[config.mk]
export PLATFORM = sky130hd
export DESIGN_NAME = filter_control_status
export DESIGN_NICKNAME = d
export VERILOG_FILES = /design/src/common/filter_csr_pkg.sv /design/src/core/sample_fifo.sv /design/src/core/filter_control_status.sv
export SDC_FILE = /design/constraint.sdc
export NUM_CORES = 1
export LEC_CHECK = 0
export BUFFER_PORTS_ARGS = -buffer_cell sky130_fd_sc_hd__buf_2
export CAP_MARGIN = 20
export CELL_PAD_IN_SITES_DETAIL_PLACEMENT = 1
export CELL_PAD_IN_SITES_GLOBAL_PLACEMENT = 1
export CORE_MARGIN = 5
export CORE_UTILIZATION = 30
export DETAILED_ROUTE_END_ITERATION = 12
export PLACE_DENSITY = 0.49
export SYNTH_ARGS = -nofsm -noshare
export SYNTH_HDL_FRONTEND = slang
export SYNTH_SLANG_ARGS = --single-unit
[constraint.sdc]
create_clock -name clk -period 1.6 [get_ports clk]
set_input_delay 0.08 -clock clk [delete_from_list [all_inputs] [get_ports clk]]
set_output_delay 0.08 -clock clk [all_outputs]
set_load 0.02 [all_outputs]
[src/common/filter_csr_pkg.sv]
package filter_csr_pkg;

  // ------------------------------------------------------------
  // Register layout
  // ------------------------------------------------------------
  localparam int unsigned DATA_WIDTH            = 24;
  localparam int unsigned FIFO_DEPTH            = 4;
  localparam int unsigned BUFFER_DEPTH          = 8;
  localparam logic [23:0] CSR_RESET             = 24'h000000;
  localparam logic [23:0] CSR_RESERVED_MASK     = 24'hFF0200;
  localparam logic [23:0] CSR_WRITABLE_MASK     = 24'h000DFF;
  localparam int unsigned OUTPUT_FULL_POS       = 15;
  localparam int unsigned INPUT_EMPTY_POS       = 14;
  localparam int unsigned CONFLICT_POS          = 13;
  localparam int unsigned OVERFLOW_POS          = 12;
  localparam int unsigned OUTPUT_IRQ_EN_POS     = 11;
  localparam int unsigned INPUT_IRQ_EN_POS      = 10;
  localparam int unsigned SHARED_COEFF_POS      = 8;
  localparam int unsigned STATE_INIT_DIS_POS    = 7;
  localparam int unsigned MULTICHANNEL_POS      = 6;
  localparam int unsigned FIR_OP_LSB            = 4;
  localparam int unsigned COEFF_UPDATE_POS      = 3;
  localparam int unsigned ADAPTIVE_POS          = 2;
  localparam int unsigned FILTER_TYPE_POS       = 1;
  localparam int unsigned UNIT_ENABLE_POS       = 0;

  typedef enum logic [1:0] {
    FIR_REAL      = 2'h0,
    FIR_COMPLEX   = 2'h1,
    FIR_ALTERNATE = 2'h2,
    FIR_MAGNITUDE = 2'h3
  } fir_operation_type;

endpackage : filter_csr_pkg

[src/core/sample_fifo.sv]
`timescale 1ns/1ps
module sample_fifo #(
  parameter int unsigned WIDTH = 24,
  parameter int unsigned DEPTH = 8
) (
  input  wire logic             clk,
  input  wire logic             rst_n,
  input  wire logic             in_valid,
  output logic                  in_ready,
  input  wire logic [WIDTH-1:0] in_data,
  output logic                  out_valid,
  input  wire logic             out_ready,
  output logic      [WIDTH-1:0] out_data,
  output logic [$clog2(DEPTH+1)-1:0] level
);
  localparam int unsigned AW = (DEPTH > 1) ? $clog2(DEPTH) : 1;
  logic [WIDTH-1:0] mem [DEPTH];
  logic [AW-1:0]    wr_ptr;
  logic [AW-1:0]    rd_ptr;
  logic             push;
  logic             pop;

  assign in_ready  = (level != DEPTH[$clog2(DEPTH+1)-1:0]);
  assign out_valid = (level != '0);
  assign out_data  = mem[rd_ptr];
  assign push      = in_valid && in_ready;
  assign pop       = out_valid && out_ready;

  always_ff @(posedge clk) begin
    if (push) begin
      mem[wr_ptr] <= in_data;
    end
  end

  always_ff @(posedge clk or negedge rst_n) begin
    if (!rst_n) begin
      wr_ptr <= '0;
      rd_ptr <= '0;
      level  <= '0;
    end else begin
      if (push) begin
        wr_ptr <= (wr_ptr == AW'(DEPTH - 1)) ? '0 : wr_ptr + AW'(1);
      end
      if (pop) begin
        rd_ptr <= (rd_ptr == AW'(DEPTH - 1)) ? '0 : rd_ptr + AW'(1);
      end
      if (push && !pop) begin
        level <= level + 1'b1;
      end else if (pop && !push) begin
        level <= level - 1'b1;
      end
    end
  end
endmodule : sample_fifo

[src/core/filter_control_status.sv]
`timescale 1ns/1ps
module filter_control_status
  import filter_csr_pkg::*;
#(
  parameter int unsigned WIDTH       = DATA_WIDTH,
  parameter int unsigned QUEUE_DEPTH = FIFO_DEPTH,
  parameter int unsigned BUF_DEPTH   = BUFFER_DEPTH
) (
  input  wire logic             clk,
  input  wire logic             rst_n,
  input  wire logic             soft_reset,
  input  wire logic             csr_write,
  input  wire logic [23:0]      csr_wdata,
  output logic      [23:0]      csr_rdata,
  input  wire logic             sample_write,
  input  wire logic [WIDTH-1:0] sample_wdata,
  input  wire logic             result_read,
  output logic      [WIDTH-1:0] result_rdata,
  output logic                  core_sample_valid,
  input  wire logic             core_sample_ready,
  output logic      [WIDTH-1:0] core_sample_data,
  input  wire logic             core_result_valid,
  output logic                  core_result_ready,
  input  wire logic [WIDTH-1:0] core_result_data,
  input  wire logic             memory_conflict,
  input  wire logic             arith_overflow,
  input  wire logic             coeff_update_done,
  output logic                  unit_active,
  output logic                  fir_selected,
  output logic      [1:0]       fir_operation_select,
  output logic                  state_init_enable,
  output logic                  multichannel_enable,
  output logic                  shared_coeff_select,
  output logic                  coeff_update_request,
  output logic                  adaptive_enable,
  output logic                  input_irq,
  output logic                  output_irq
);

  // ------------------------------------------------------------
  // Control bits
  // ------------------------------------------------------------
  logic [23:0] control;
  logic        unit_enable_bit;
  logic        input_irq_enable;
  logic        output_irq_enable;
  logic        filter_type_select;
  logic        state_init_disable;
  logic        memory_conflict_flag;
  logic        arith_overflow_flag;
  logic        output_full_flag;
  logic        input_empty_flag;
  logic [WIDTH-1:0] result_output_register;
  logic        queue_in_ready;
  logic        queue_out_valid;
  logic [WIDTH-1:0] queue_out_data;
  logic [$clog2(QUEUE_DEPTH+1)-1:0] queue_level;
  logic        buf_in_valid;
  logic        buf_in_ready;
  logic        buf_out_valid;
  logic        buf_out_ready;
  logic [WIDTH-1:0] buf_out_data;
  logic [$clog2(BUF_DEPTH+1)-1:0] buf_level;
  logic        update_set;
  logic        unit_on;
  logic        sample_taken;
  localparam int unsigned BL_W = $clog2(BUF_DEPTH + 1);

  assign unit_enable_bit    = control[UNIT_ENABLE_POS];
  assign filter_type_select = control[FILTER_TYPE_POS];
  assign state_init_disable = control[STATE_INIT_DIS_POS];
  assign input_irq_enable   = control[INPUT_IRQ_EN_POS];
  assign output_irq_enable  = control[OUTPUT_IRQ_EN_POS];
  assign unit_on            = unit_enable_bit && !soft_reset;
  // The queue head leaves only on a real handshake of the registered valid
  assign sample_taken       = core_sample_valid && core_sample_ready && unit_on;
  // Adaptive mode re-arms an update on every pass while in FIR
  assign update_set = control[ADAPTIVE_POS] && !filter_type_select && unit_on;

  // ------------------------------------------------------------
  // Control register
  // ------------------------------------------------------------
  // Reserved bits are masked, so they read zero whatever software writes
  always_ff @(posedge clk or negedge rst_n) begin
    if (!rst_n) begin
      control <= CSR_RESET;
    end else if (soft_reset) begin
      control <= CSR_RESET;
    end else begin
      if (csr_write) begin
        control <= csr_wdata & CSR_WRITABLE_MASK;
      end
      // Completion clears the request, but adaptive mode set wins
      if (update_set || (csr_write && csr_wdata[COEFF_UPDATE_POS])) begin
        control[COEFF_UPDATE_POS] <= 1'b1;
      end else if (coeff_update_done) begin
        control[COEFF_UPDATE_POS] <= 1'b0;
      end
    end
  end

  // ------------------------------------------------------------
  // Sticky status flags
  // ------------------------------------------------------------
  // A csr write clears both flags; a same-cycle conflict, or overflow while the unit is on, keeps it set
  always_ff @(posedge clk or negedge rst_n) begin
    if (!rst_n) begin
      memory_conflict_flag <= 1'b0;
    end else if (soft_reset) begin
      memory_conflict_flag <= 1'b0;
    end else if (memory_conflict) begin
      memory_conflict_flag <= 1'b1;
    end else if (csr_write) begin
      memory_conflict_flag <= 1'b0;
    end
  end

  always_ff @(posedge clk or negedge rst_n) begin
    if (!rst_n) begin
      arith_overflow_flag <= 1'b0;
    end else if (soft_reset) begin
      arith_overflow_flag <= 1'b0;
    end else if (arith_overflow && unit_on) begin
      arith_overflow_flag <= 1'b1;
    end else if (csr_write) begin
      arith_overflow_flag <= 1'b0;
    end
  end

  // ------------------------------------------------------------
  // Sample input queue and result path
  // ------------------------------------------------------------
  // Writes to a full queue are dropped; software must wait for empty
  sample_fifo #(
    .WIDTH (WIDTH),
    .DEPTH (QUEUE_DEPTH)
  ) u_input_queue (
    .clk       (clk),
    .rst_n     (rst_n && unit_on),
    .in_valid  (sample_write),
    .in_ready  (queue_in_ready),
    .in_data   (sample_wdata),
    .out_valid (queue_out_valid),
    .out_ready (sample_taken),
    .out_data  (queue_out_data),
    .level     (queue_level)
  );

  // Results buffered so the filter core stalls only when 8 are pending
  sample_fifo #(
    .WIDTH (WIDTH),
    .DEPTH (BUF_DEPTH)
  ) u_result_buffer (
    .clk       (clk),
    .rst_n     (rst_n && unit_on),
    .in_valid  (buf_in_valid),
    .in_ready  (buf_in_ready),
    .in_data   (core_result_data),
    .out_valid (buf_out_valid),
    .out_ready (buf_out_ready),
    .out_data  (buf_out_data),
    .level     (buf_level)
  );

  // Ready is registered, so it is only raised when a slot is sure to stay free
  assign buf_in_valid  = core_result_valid && core_result_ready && unit_on;
  assign buf_out_ready = !output_full_flag || result_read;

  always_ff @(posedge clk or negedge rst_n) begin
    if (!rst_n) begin
      output_full_flag       <= 1'b0;
      result_output_register <= '0;
    end else if (!unit_on) begin
      output_full_flag       <= 1'b0;
      result_output_register <= '0;
    end else if (buf_out_valid && buf_out_ready) begin
      output_full_flag       <= 1'b1;
      result_output_register <= buf_out_data;
    end else if (result_read) begin
      output_full_flag       <= 1'b0;
    end
  end

  always_ff @(posedge clk or negedge rst_n) begin
    if (!rst_n) begin
      input_empty_flag <= 1'b0;
    end else if (!unit_on) begin
      input_empty_flag <= 1'b0;
    end else if (sample_write) begin
      input_empty_flag <= 1'b0;
    end else begin
      input_empty_flag <= (queue_level == '0);
    end
  end

  // ------------------------------------------------------------
  // Registered outputs
  // ------------------------------------------------------------
  always_ff @(posedge clk or negedge rst_n) begin
    if (!rst_n) begin
      core_sample_valid <= 1'b0;
      core_sample_data  <= '0;
      core_result_ready <= 1'b0;
      result_rdata      <= '0;
    end else begin
      // One idle cycle after each transfer lets the head word settle
      core_sample_valid <= queue_out_valid && unit_on && !sample_taken;
      core_sample_data  <= queue_out_data;
      core_result_ready <= buf_in_ready && unit_on
                           && !(buf_in_valid && buf_level == BL_W'(BUF_DEPTH - 1));
      result_rdata      <= result_output_register;
    end
  end

  always_ff @(posedge clk or negedge rst_n) begin
    if (!rst_n) begin
      unit_active          <= 1'b0;
      fir_selected         <= 1'b0;
      fir_operation_select <= FIR_REAL;
      state_init_enable    <= 1'b0;
      multichannel_enable  <= 1'b0;
      shared_coeff_select  <= 1'b0;
      coeff_update_request <= 1'b0;
      adaptive_enable      <= 1'b0;
    end else begin
      unit_active          <= unit_on;
      fir_selected         <= !filter_type_select;
      fir_operation_select <= filter_type_select ? FIR_REAL
                              : control[FIR_OP_LSB +: 2];
      state_init_enable    <= !filter_type_select && !state_init_disable;
      multichannel_enable  <= control[MULTICHANNEL_POS];
      shared_coeff_select  <= control[MULTICHANNEL_POS]
                              && control[SHARED_COEFF_POS];
      coeff_update_request <= !filter_type_select && control[COEFF_UPDATE_POS];
      adaptive_enable      <= !filter_type_select && control[ADAPTIVE_POS];
    end
  end

  always_ff @(posedge clk or negedge rst_n) begin
    if (!rst_n) begin
      input_irq  <= 1'b0;
      output_irq <= 1'b0;
    end else begin
      input_irq  <= input_irq_enable && input_empty_flag;
      output_irq <= output_irq_enable && output_full_flag;
    end
  end

  // ------------------------------------------------------------
  // Read-back view
  // ------------------------------------------------------------
  always_ff @(posedge clk or negedge rst_n) begin
    if (!rst_n) begin
      csr_rdata <= CSR_RESET;
    end else begin
      csr_rdata                    <= control & ~CSR_RESERVED_MASK;
      csr_rdata[OUTPUT_FULL_POS]   <= output_full_flag;
      csr_rdata[INPUT_EMPTY_POS]   <= input_empty_flag;
      csr_rdata[CONFLICT_POS]      <= memory_conflict_flag;
      csr_rdata[OVERFLOW_POS]      <= arith_overflow_flag;
    end
  end

endmodule : filter_control_status

-- Word level (Yosys, flattened, before mapping)
Memories as Yosys holds them, arrays and structs flattened. A register that Yosys moved wholly into a read port is not among the register bits.
Cells that the tools add are included.
W data, S select, Z words.
- flip-flop bits (word level): 109
- latch bits: 0
- RAM bits: 288
- ROM bits: 0
- input port bits: 83
- output and inout port bits: 85
- word-level logic and storage cells: 125
- memories kept: 2
- $add $sub $neg: 8
- multiply operators: 0
- divide/modulo/power cells: 0
- $lt $le $gt $ge: 0
- equality and inequality tests: 9
- shift operators: 0
- mux-type cells: 29
- bitwise operators: 0
- reduce and logical (&&, ||, !) cells: 50
- memory list (name ; words ; bits a word ; rd ports ; clocked after memory_dff ; wr ports ; RTL line ; source):
    u_result_buffer.mem ; 8 ; 24 ; 1 ; 0 ; 1 ; sample_fifo.sv:17 ; logic [WIDTH-1:0] mem [DEPTH];
    u_input_queue.mem ; 4 ; 24 ; 1 ; 1 ; 1 ; sample_fifo.sv:17 ;
- operator list (operator ; count):
    $mux W24 ; 2
    $logic_and A1 B1 Y1 ; 28
    $mux W12 ; 2
    $mux W1 ; 16
    $mux W3 ; 4
    $logic_not A1 Y1 ; 11
    $add A3 B1 Y3 const B ; 3
    $reduce_bool A3 Y1 ; 3
    $mux W4 ; 2
    $reduce_bool A4 Y1 ; 2
    $eq A3 B3 Y1 const B ; 2
    $mux W2 ; 3
    $reduce_bool A2 Y1 ; 3
    $add A2 B1 Y2 const B ; 2
    $add A4 B1 Y4 const B ; 1
    $eq A2 B2 Y1 const B ; 2
    $eq A4 B3 Y1 const B ; 1
    $ne A4 B4 Y1 const B ; 1
    $sub A4 B1 Y4 const B ; 1
    $logic_not A3 Y1 ; 1
    $ne A3 B2 Y1 const B ; 1
    $ne A3 B3 Y1 const B ; 1
    $sub A3 B1 Y3 const B ; 1
    $logic_or A1 B1 Y1 ; 2
    $ne A2 B1 Y1 const B ; 1

-- Longest topological paths before layout
Gate-level depths: netlist of run 1.
- depth after elaboration: 8
- mapped depth: 11
- depth with buffers taken out: 11

-- Hierarchy
Synthesis of run 1 repeated with hierarchy kept, for this count alone.
- cell total of the unflattened synthesis: 771
- area total of the unflattened synthesis: 16126.7 um^2
- by module, submodules not included (module ; times used ; cells each ; area an instance (um^2) ; sequential area each (um^2)):
    sample_fifo at u_result_buffer ; 1 ; 344 ; 8087.8 ; 6015.8
    filter_control_status ; 1 ; 264 ; 4090.2 ; 2852.7
    sample_fifo at u_input_queue ; 1 ; 163 ; 3948.8 ; 3057.9

-- Worst setup path after synthesis of run 1
OpenSTA, ideal clock, no wires.
- path type: reg-to-reg
- start point: register u_result_buffer.level[0]
- end point: memory u_result_buffer.mem[0][0] (enable)
- library setup time: 466 ps
- data arrival time: 3210 ps
- setup slack: -2076 ps
- cell stages (with the launch flop): 5
- path buffers: 0
- period minus slack after synthesis: 3676 ps
- cell sequence: dfrtp_1 > nor3_1 > a21oi_1 > nand3_1 > nor4_1
- word-level cells in the longest chain between the ends: 4
- ends and longest elaborated chain (element ; RTL line ; source):
    start, declared ; sample_fifo.sv:14 ; output logic [$clog2(DEPTH+1)-1:0] level
    start signal, assigned ; sample_fifo.sv:48 ; level <= level + 1'b1;
    start signal, assigned ; sample_fifo.sv:50 ; level <= level - 1'b1;
    $ne A4 B4 Y1 ; sample_fifo.sv:23 ; assign in_ready = (level != DEPTH[$clog2(DEPTH+1)-1:0]);
    $logic_and A1 B1 Y1 ; sample_fifo.sv:26 ; assign push = in_valid && in_ready;
    $mux W1 ; sample_fifo.sv:30 ; if (push) begin
    $mux W1 (not written as such) ; sample_fifo.sv:31 ; mem[wr_ptr] <= in_data;
    end, declared ; sample_fifo.sv:17 ;
No other way between the ends.

-- Worst setup path after layout of run 1
- start point: register u_result_buffer.level[3]
- end point: register u_result_buffer.level[3]
- word-level cells in the longest chain between the ends: 5
- elaborated cells on any way between the ends: 13
- ends and longest elaborated chain (element):
    branches (longest 5 deep; another with $sub A4 B1 Y4)
Parallel ways; which one is timed is not known. The select of a mux whose other input is x is not followed.
A chain may end at the register's enable or synchronous reset.

==> results.ini, run 1 <==
[outcome]
status=complete, but fails checks
violations=negative setup slack

[global_route]
grt_pass1_wl_microns=59700
grt_pass1_vias=9369
grt_usage=0.146
grt_overflow_total=0
grt_max_degree=77
antenna_found_initial=2

[sta]
rsz0062_at_grt=true
hold_viol_final=0
fin_crit_ns=2.29
slew_violations=0
fin_ws_ns=-0.695
fmax_mhz=436
relSlewSlack=0.648
tightest_slew_ns=0.529
holdWs_ns=0.117
finalCritPeriodShare=1.43
finalSetupViolations=227
clock_skew_ns=0.0316

[clock_tree]
insertion_delay_ns=0.58
cts-buffers-inserted=46
clock_sinks=419
clkTransAtPathRegs_ns=0.06
cts_max_level=2
cts_tree=done
cts.path.max_buffers=3
clockRootBuffer=clkbuf_16

[die]
die_area_sq_um=55000
core-area_sq_um=50100
initial_core_util=0.302
rows=82
io-pin-count=168
chipHeight_microns=235
dieWidth_microns=235

[finish]
syn2layout_area_growth_pct=42.2
drive_gt1_frac=0.440
nets=1234

[drt]
drt-vias-per-instance=4.47
vias=8248
drc_errors=0
antenna_left=0
top_layer_used=met4
wl_met3_microns=2020
wl_met1_microns=16700
wl_microns=39700
wl_per_cell_microns=21.6
drt_iter0_markers=396
wl_met2_microns=20300
first_pass_iters=4

[logic_synthesis]
synth.distinct_cells=44
yosys.area.top_type=edfxtp_1
avgSynthCellArea_sq_um=20.4
syn_inst=743
yosys.area.top_type_share=0.572
synthTopCellsByArea=edfxtp_1, dfrtp_1, mux4_2
yosysWarnings=0
synth_edf_count=288
synthesis.area_sq_um=15100
synth-main-ff-cell=edfxtp_1
async_flop_share=0.313
synth.most_common_cell=edfxtp_1
yosysSeqAreaShare=0.788
synth_commonest_cells=edfxtp_1, dfrtp_1, mux4_2
ys_seq_elements=419

[power_and_ir_drop]
vdd_ir_drop_max_v=0.000874
powerDensity_nw_per_um2=1540
leakagePower_nw=8.25

[placed_design]
place_congestion=0.703
pre_cts_slack_ns=-0.686
io_buffers=145
dp_hpwl_microns=22700

[job]
maxCapViolCount=0

[critical_path]
reg2reg_from=u_result_buffer.level[3]
cp.arrival_ns=2.75
rrSetupSlack_ns=-0.69
r2r-end=u_result_buffer.level[3]
worstPathRequired_ns=2.05
critPathLaunchType=register
path_max_fanout=3
critical_path_class=register to register
r2r_cells=10
critPathLaunch=u_result_buffer.level[3]
end_kind=register
crit_end=u_result_buffer.level[3]

[hold_path]
hold_class=primary input to asynchronous set/reset pin

## metal layers
metal	global-route usage	vias up
li1	-	3690
met1	0.190	4336
met2	0.251	175
met3	0.0317	47
met4	0.0312	0
met5	0	-
## how the worst min path moves through the flow
stage                     cells after the start   from                   endpoint  slack [ns]
after global placement                        1  rst_n        core_sample_data[7]        -0.1
after floorplan                               0  rst_n            adaptive_enable       -0.22
after detailed placement                      1  rst_n        core_sample_data[7]        -0.1
after global routing                          3  rst_n  u_result_buffer.wr_ptr[0]        0.12
after CTS                                     3  rst_n  u_result_buffer.wr_ptr[0]        0.09
final                                         3  rst_n  u_result_buffer.wr_ptr[0]        0.12
## per-stage QoR
stage	power (mW)	utilization	instances	instance area [sq um]	setup TNS [ns]
final	33.1	0.430	1844	21500	-108.48
after global routing	34.9	0.430	1843	21500	-129.60
after CTS	33.1	0.429	1842	21500	-108.29
after detailed placement	20.5	0.354	1613	17700	-91.54
after global placement	20.5	0.354	1613	17700	-86.90
after floorplan	17.3	-	751	15300	-114.84
## report_power, final
group / switching, mW / leakage (nW) / internal [mW]
registers: 0.409 / 4.32 / 12.6
clock network: 4.20 / 0.760 / 6.52
logic: 4.37 / 3.17 / 5.00
total: 8.98 / 8.25 / 24.2
## registers in the layout, indices dropped and copies added, names as in the netlist, 2 cells and up
register                count
control                    11
result_output_register     24
u_input_queue.rd_ptr        2
u_result_buffer.mem       192
u_result_buffer.level       4
u_result_buffer.wr_ptr      3
u_result_buffer.rd_ptr      3
result_rdata               24
u_input_queue.wr_ptr        2
core_sample_data           24
u_input_queue.level         3
csr_rdata                  15
u_input_queue.mem          96
fir_operation_select        2
## worst max-delay path: stages, from the launching register on
cell     delay, ns
dfrtp_1       0.39
or4_4         0.54
and2_4        0.17
inv_4         0.06
ha_4          0.13
inv_4         0.05
ha_4          0.21
a21o_4        0.22
a21oi_2       0.13
mux2i_1       0.20
o31ai_1       0.09
## area by class of cell
type                    instances  area, sq um
flip-flops and latches        419        11900
multi-input cells             282         3430
well taps                     672          841
inverters                      11         48.8
repair buffers                376         3710
diodes                          1         2.50
clock buffers                  72         1370
clock inverters                11          180
fillers                      4865        28600
## cells in the final DEF, fill, tap and decap left out, types with 6 or more instances in the layout
master / count
dfrtp_1: 128
inv_1: 6
clkbuf_16: 49
o21ai_2: 9
mux2i_1: 11
dlygate4sd3_1: 82
buf_8: 8
clkbuf_8: 12
nor2_1: 41
buf_6: 33
nand2_1: 11
buf_16: 11
o22ai_4: 7
mux4_2: 72
conb_1: 9
buf_4: 49
ha_1: 9
clkbuf_1: 14
o21ai_0: 10
buf_12: 45
o21ai_1: 10
o22ai_2: 13
edfxtp_1: 288
buf_2: 144
## logic make-up (layout without fill, tap and decap cells)
family,Yosys count,count (layout),synth area share
muxes,90,90,0.120
adders and majority gates,15,15,0.0134
DFF,419,419,0.788
AOI/OAI and AO/OA,67,67,0.0278
xor gates and xnor gates,5,5,0.00289
buffers and inverters,50,470,0.0175
and+or+nand+nor,96,96,0.0303
other,1,10,0.000248
## what timing repair did
action / CTS / global route
gates resized for setup: 98 / 42
pin swaps: 28 / 23
cloned: 20 / 4
buffers inserted: 47 / 18
hold buffers: 82 / 0
setup endpoints to repair: 323 / 286
hold endpoints to repair: 436 / 0
Power figures use the tool's default switching activity.
==> inputs of run 2 (changes only) <==
- CORE_UTILIZATION: 30 -> 35
- PLACE_DENSITY: 0.49 -> 0.55
==> run 2 against run 1 <==
  * The flow still finishes with violations (negative setup slack)
  * Maximum frequency fell by 0.41%
  * Utilization grew 4.2 points
  * Sequential cell count stayed put
  * Worst setup slack got worse by 0.0094 ns
  * Hold slack got worse by 0.094 ns
  * Sequential share of layout area rose by 3.6 points
  * Largest power group unchanged
==> results.ini, run 2 (synthesis gave the netlist of run 1 again) <==
[finish]
nets=1186  ; -3.9%
reg.largest.list=u_result_buffer.mem: 192 flops, u_input_queue.mem: 96 flops
layout_common_cells=edfxtp_1, buf_2, dfrtp_1
top_register=u_result_buffer.mem
final_cells=1711  ; -7.2%
final_common_cell=edfxtp_1
drive_gt1_frac=0.395  ; -0.0451
stdcell_area_sq_um=20200  ; -6.1%
largest_register_ffs=192  ; unchanged
syn2layout_area_growth_pct=33.6
nFillCells=4021  ; -17%

[placed_design]
dp_hpwl_microns=22000  ; -3.2%
place_inst=1517  ; -6.0%
place_area_sq_um=17500  ; -1.2%
place_congestion=0.706  ; +0.48%
io_buffers=145  ; unchanged

[die]
core-area_sq_um=42900  ; -14%
die_area_sq_um=47500  ; -14%
dieWidth_microns=218  ; -7.1%
initial_core_util=0.353  ; +0.0506
rows=76  ; -7.3%
chipHeight_microns=218  ; -7.1%
io-pin-count=168  ; unchanged

[power_and_ir_drop]
fin_total_pwr_mw=30.5  ; -7.9%
powerDensity_nw_per_um2=1510  ; -2.0%
vdd_ir_drop_max_v=0.00119  ; +36%
leakagePower_nw=7.78  ; -5.7%

[sta]
holdWs_ns=0.0223  ; -0.0943 ns
finalCritPeriodShare=1.44  ; +0.00587
clock_skew_ns=0.0132  ; -0.0184 ns
fin_ws_ns=-0.704  ; -0.00938 ns
slew_violations=0  ; unchanged
rsz0062_at_grt=true
fin_crit_ns=2.30  ; +0.00938 ns
fmax_mhz=434  ; -0.41%
finalSetupViolations=227  ; unchanged
hold_viol_final=0  ; unchanged

[clock_tree]
insertion_delay_ns=0.57  ; about the same
clock_sinks=419  ; unchanged
cts_tree=done
clockRootBuffer=clkbuf_16
cts.path.max_buffers=3  ; unchanged
clkTransAtPathRegs_ns=0.06  ; about the same
cts-buffers-inserted=45  ; -2.2%
cts_max_level=2  ; unchanged

[global_route]
grt_max_degree=71  ; -7.8%
grt_usage=0.148  ; +0.00253
grt_pass1_vias=8868  ; -5.3%
antenna_found_initial=1  ; -1
grt_pass1_wl_microns=53900  ; -9.7%
grt_overflow_total=0  ; unchanged

[outcome]
status=complete, but fails checks
violations=negative setup slack

[drt]
wl_per_cell_microns=20.5  ; -5.1%
drc_errors=0  ; unchanged
wl_microns=35000  ; -12%
vias=7985  ; -3.2%
antenna_left=0  ; unchanged
drt_iter0_markers=402  ; +1.5%
drt-vias-per-instance=4.67  ; +4.3%
first_pass_iters=4  ; unchanged

[critical_path]
crit_end=u_result_buffer.level[3]
r2r_cells=10  ; unchanged
critPathLaunch=u_result_buffer.level[3]
critPathLaunchType=register
r2r-end=u_result_buffer.level[3]
cp.arrival_ns=2.74  ; about the same
crit_chain=or4_4, and2_4, inv_4, ha_4, inv_6, ha_4, a21o_4, a21oi_2, mux2i_1, o31ai_1
rrSetupSlack_ns=-0.70  ; about the same
critical-path-max-stage-delay_ns=0.53  ; about the same
cpMostUsedCell=ha_4
critPathSlowestCell=or4_4
worstPathRequired_ns=2.04  ; about the same
critical_path_class=register to register
reg2reg_from=u_result_buffer.level[3]
path_max_fanout=4  ; +1
end_kind=register

[hold_path]
hold_class=primary input to register

[job]
maxCapViolCount=0  ; unchanged

run 2: cell count changes in the layout (fill, tap and decap cells not counted), moves of 10 or more:
cell / delta
buf_6: -26
buf_12: -14
o22ai_2: -13
buf_4: +12
buf_16: -10
o22ai_1: +20
run 2: layout make-up:
type / instances / area (sq um) / share of cell area
sequential: 419 / 11900 / 0.590
clock inverter: 17 / 186 / 0.00922
multi-input combinational: 282 / 3180 / 0.157
timing repair buffer: 329 / 2800 / 0.138
inverter: 11 / 51.3 / 0.00254
clock buffer: 67 / 1330 / 0.0658
antenna: 1 / 2.50 / 0.000124
tap: 585 / 732 / 0.0362
run 2: per-layer routing:
layer / up-vias / wire [microns] / track usage
met3: 49 / 1620 / 0.0339
met2: 161 / 17300 / 0.246
met1: 4185 / 15500 / 0.200
met4: 0 / 594 / 0.0347
li1: 3590 / - / -
met5: - / 0 / 0
run 2: where the power goes:
group / leakage [nW] / switching (mW) / internal [mW]
registers: 4.32 / 0.398 / 12.6
logic: 2.72 / 3.54 / 3.45
clock network: 0.741 / 4.22 / 6.26
run 2: worst min-delay path by stage:
stage | from | endpoint | slack (ns) | cells past startpoint
finish | soft_reset | input_empty_flag | 0.02 | 4
global route | soft_reset | input_empty_flag | 0.008 | 4
detailed placement | rst_n | core_sample_data[20] | -0.04 | 1
global placement | rst_n | core_sample_data[20] | -0.04 | 1
CTS | soft_reset | input_empty_flag | 0.02 | 4
floorplan | rst_n | adaptive_enable | -0.22 | 0
run 2: stage by stage:
step	setup TNS (ns)	setup slack [ns]	utilization
4_1_cts	-79.45	-0.704	0.469
2_1_floorplan	-114.84	-0.821	-
3_5_place_dp	-89.89	-0.737	0.408
6_report	-79.28	-0.704	0.471
3_3_place_gp	-84.21	-0.660	0.408
5_1_grt	-111.80	-0.761	0.471
run 2: worst max-delay path: cells and delay by family (launching register included):
| kind | cells | cell delay (ns) |
|---|---|---|
| adder cells (fa/ha/maj) | 2 | 0.35 |
| multiplexers | 1 | 0.20 |
| flip-flops | 1 | 0.38 |
| buffers and inverters | 2 | 0.10 |
| AO/OA/AOI/OAI | 3 | 0.45 |
| AND/OR/NAND/NOR | 2 | 0.69 |
run 2: repair_timing:
| action | CTS | global route |
|---|---|---|
| setup endpoints to repair | 227 | 321 |
| hold buffers | 82 | 0 |
| pin swaps | 7 | 4 |
| hold endpoints to repair | 437 | 0 |
| gates resized for setup | 19 | 2 |
| setup buffers | 18 | 4 |
| gates cloned | 3 | 1 |
==> inputs of run 3 (changes only) <==
- SYNTH_HIERARCHICAL: not set -> 1
==> run 3 against run 2 <==
  * The run still ends with negative setup slack left
  * Utilization shrank 0.051 points
  * Die area grew 6.3%
  * Maximum frequency grew 1.4%
  * Non-clock buffer count grew 25
  * Clock power grew 5%
  * Synthesized cell count grew 3.6%
  * Sequential power is essentially flat
  * Sequential share of layout area shrank 3.3 points
  * Final cell count grew 3.8%
  * Via count grew 5.1%
  * Register-to-register slack gained 0.03 ns
  * Combinational power grew 24%
  * Critical endpoint is now u_result_buffer/level[3]
==> results.ini, run 3 <==
[outcome]
status=complete, but fails checks
violations=negative setup slack

[sta]
finalCritPeriodShare=1.42  ; -0.0201
holdWs_ns=0.139  ; +0.117 ns
fin_ws_ns=-0.672  ; +0.0322 ns
tightest_slew_ns=0.661
relSlewSlack=0.558
rsz0062_at_grt=true
slew_violations=0  ; unchanged
finalSetupViolations=278  ; +22%
setup_tns_ns=-73.95  ; +5.33 ns
clock_skew_ns=0.0188  ; +0.00558 ns
fin_crit_ns=2.27  ; -0.0322 ns
hold_viol_final=0  ; unchanged
fmax_mhz=440  ; +1.4%

[finish]
final_cells=1776  ; +3.8%
nFillCells=4317  ; +7.4%
final_common_cell=edfxtp_1
n_antenna_cell=0  ; -1
nets=1236  ; +4.2%
syn2layout_area_growth_pct=32.8
reg.largest.list=u_result_buffer/mem: 192 flops, u_input_queue/mem: 96 flops
largest_register_ffs=192  ; unchanged
layout_common_cells=edfxtp_1, buf_2, dfrtp_1
drive_gt1_frac=0.471  ; +0.0764
top_register=u_result_buffer/mem

[logic_synthesis]
yosysWarnings=6  ; +6
avgSynthCellArea_sq_um=20.9  ; +2.8%
syn_inst=770  ; +3.6%
synthesis.area_sq_um=16100  ; +6.6%

[critical_path]
end_kind=register
path_max_fanout=2  ; -2
r2r_cells=9  ; -1
reg2reg_from=u_result_buffer/level[0]
r2r-end=u_result_buffer/level[3]
rrSetupSlack_ns=-0.67  ; +0.03 ns
critical_path_class=register to register
cp.arrival_ns=2.71  ; -0.03 ns
worstPathRequired_ns=2.04  ; about the same
critPathLaunchType=register

[placed_design]
place_congestion=0.726  ; +2.8%
io_buffers=145  ; unchanged
dp_hpwl_microns=22700  ; +3.0%
place_inst=1557  ; +2.6%

[die]
core-area_sq_um=45500  ; +6.0%
die_area_sq_um=50500  ; +6.3%
dieWidth_microns=225  ; +3.1%
chipHeight_microns=225  ; +3.1%
rows=78  ; +2.6%
initial_core_util=0.355  ; +0.00170
io-pin-count=168  ; unchanged

[clock_tree]
cts_tree=done
clkTransAtPathRegs_ns=0.06  ; about the same
cts_max_level=2  ; unchanged
cts-buffers-inserted=46  ; +2.2%
cts.path.max_buffers=3  ; unchanged
clockRootBuffer=clkbuf_16
clock_sinks=419  ; unchanged
insertion_delay_ns=0.57  ; about the same

[global_route]
grt_overflow_total=0  ; unchanged
grt_max_degree=66  ; -7.0%
grt_usage=0.147  ; -0.000655
grt_pass1_wl_microns=57100  ; +5.9%
grt_pass1_vias=9328  ; +5.2%
antenna_found_initial=2  ; +1

[power_and_ir_drop]
powerDensity_nw_per_um2=1530  ; +1.1%
fin_total_pwr_mw=32.7  ; +7.1%
leakagePower_nw=8.29  ; +6.5%
vdd_ir_drop_max_v=0.000928  ; -22%

[drt]
antenna_left=0  ; unchanged
wl_per_cell_microns=21.1  ; +3.3%
drt-vias-per-instance=4.73  ; +1.3%
drc_errors=0  ; unchanged
vias=8392  ; +5.1%
wl_microns=37500  ; +7.2%
first_pass_iters=4  ; unchanged
drt_iter0_markers=367  ; -8.7%

[hold_path]
hold_class=primary input to asynchronous set/reset pin

[job]
maxCapViolCount=0  ; unchanged

## run 3: cell type report
| type | instances | area, sq um | area share |
|---|---|---|---|
| Clock inverter | 31 | 364 | 0.0170 |
| Clock buffer | 55 | 1210 | 0.0567 |
| Inverter | 9 | 51.3 | 0.00240 |
| Timing Repair Buffer | 354 | 3130 | 0.146 |
| Tap cell | 600 | 751 | 0.0351 |
| Multi-Input combinational cell | 308 | 3970 | 0.185 |
| Sequential cell | 419 | 11900 | 0.557 |
## run 3: what timing repair did
| item | in CTS | in global routing |
|---|---|---|
| cloned | 6 | 4 |
| resized for setup | 37 | 38 |
| pin swaps | 25 | 19 |
| setup endpoints to repair | 318 | 326 |
| hold buffers | 80 | 0 |
| endpoints found under the hold margin | 435 | 0 |
| setup buffers | 22 | 25 |
## run 3: critical path, stage by stage, from the launching register on
cell and delay, ns:
dfrtp_2 0.41, or4b_4 0.56, nand2_8 0.09, inv_4 0.03, ha_4 0.15, inv_4 0.05
ha_4 0.19, or4_4 0.41, o211ai_1 0.12, o211ai_1 0.13
## run 3: how the worst max path moves through the flow
stage	from	to	slack, ns	cells past startpoint
finish	u_result_buffer/level[0]	u_result_buffer/level[3]	-0.67	9
global route	u_result_buffer/level[0]	u_result_buffer/level[3]	-0.75	9
CTS	u_result_buffer/level[1]	u_result_buffer/level[3]	-0.69	8
detailed placement	u_result_buffer/level[0]	u_result_buffer/level[3]	-0.75	9
global placement	u_result_buffer/level[0]	u_result_buffer/level[3]	-0.72	9
floorplan	u_result_buffer/level[0]	u_result_buffer/level[3]	-0.84	9
## run 3: power by group
part | switching, mW | internal, mW | total (mW) | leakage [nW]
Clock | 4.25 | 6.71 | 11.0 | 0.759
Combinational | 4.09 | 4.58 | 8.67 | 3.21
Sequential | 0.385 | 12.7 | 13.0 | 4.32
## run 3: layer usage
layer | global-route usage | vias up | share of wire
met3 | 0.0262 | 58 | 0.041
met4 | 0.0442 | 4 | 0.024
met1 | 0.196 | 4394 | 0.43
li1 | - | 3763 | -
met2 | 0.249 | 173 | 0.51
met5 | 0 | - | 0.00067
## run 3: through the flow
step / instance area [sq um] / util / worst slack, ns
CTS: 21000 / 0.462 / -0.686
detailed placement: 18200 / 0.400 / -0.754
global route: 21400 / 0.471 / -0.755
global placement: 18200 / 0.400 / -0.716
floorplan: 16200 / - / -0.841
finish: 21400 / 0.471 / -0.672
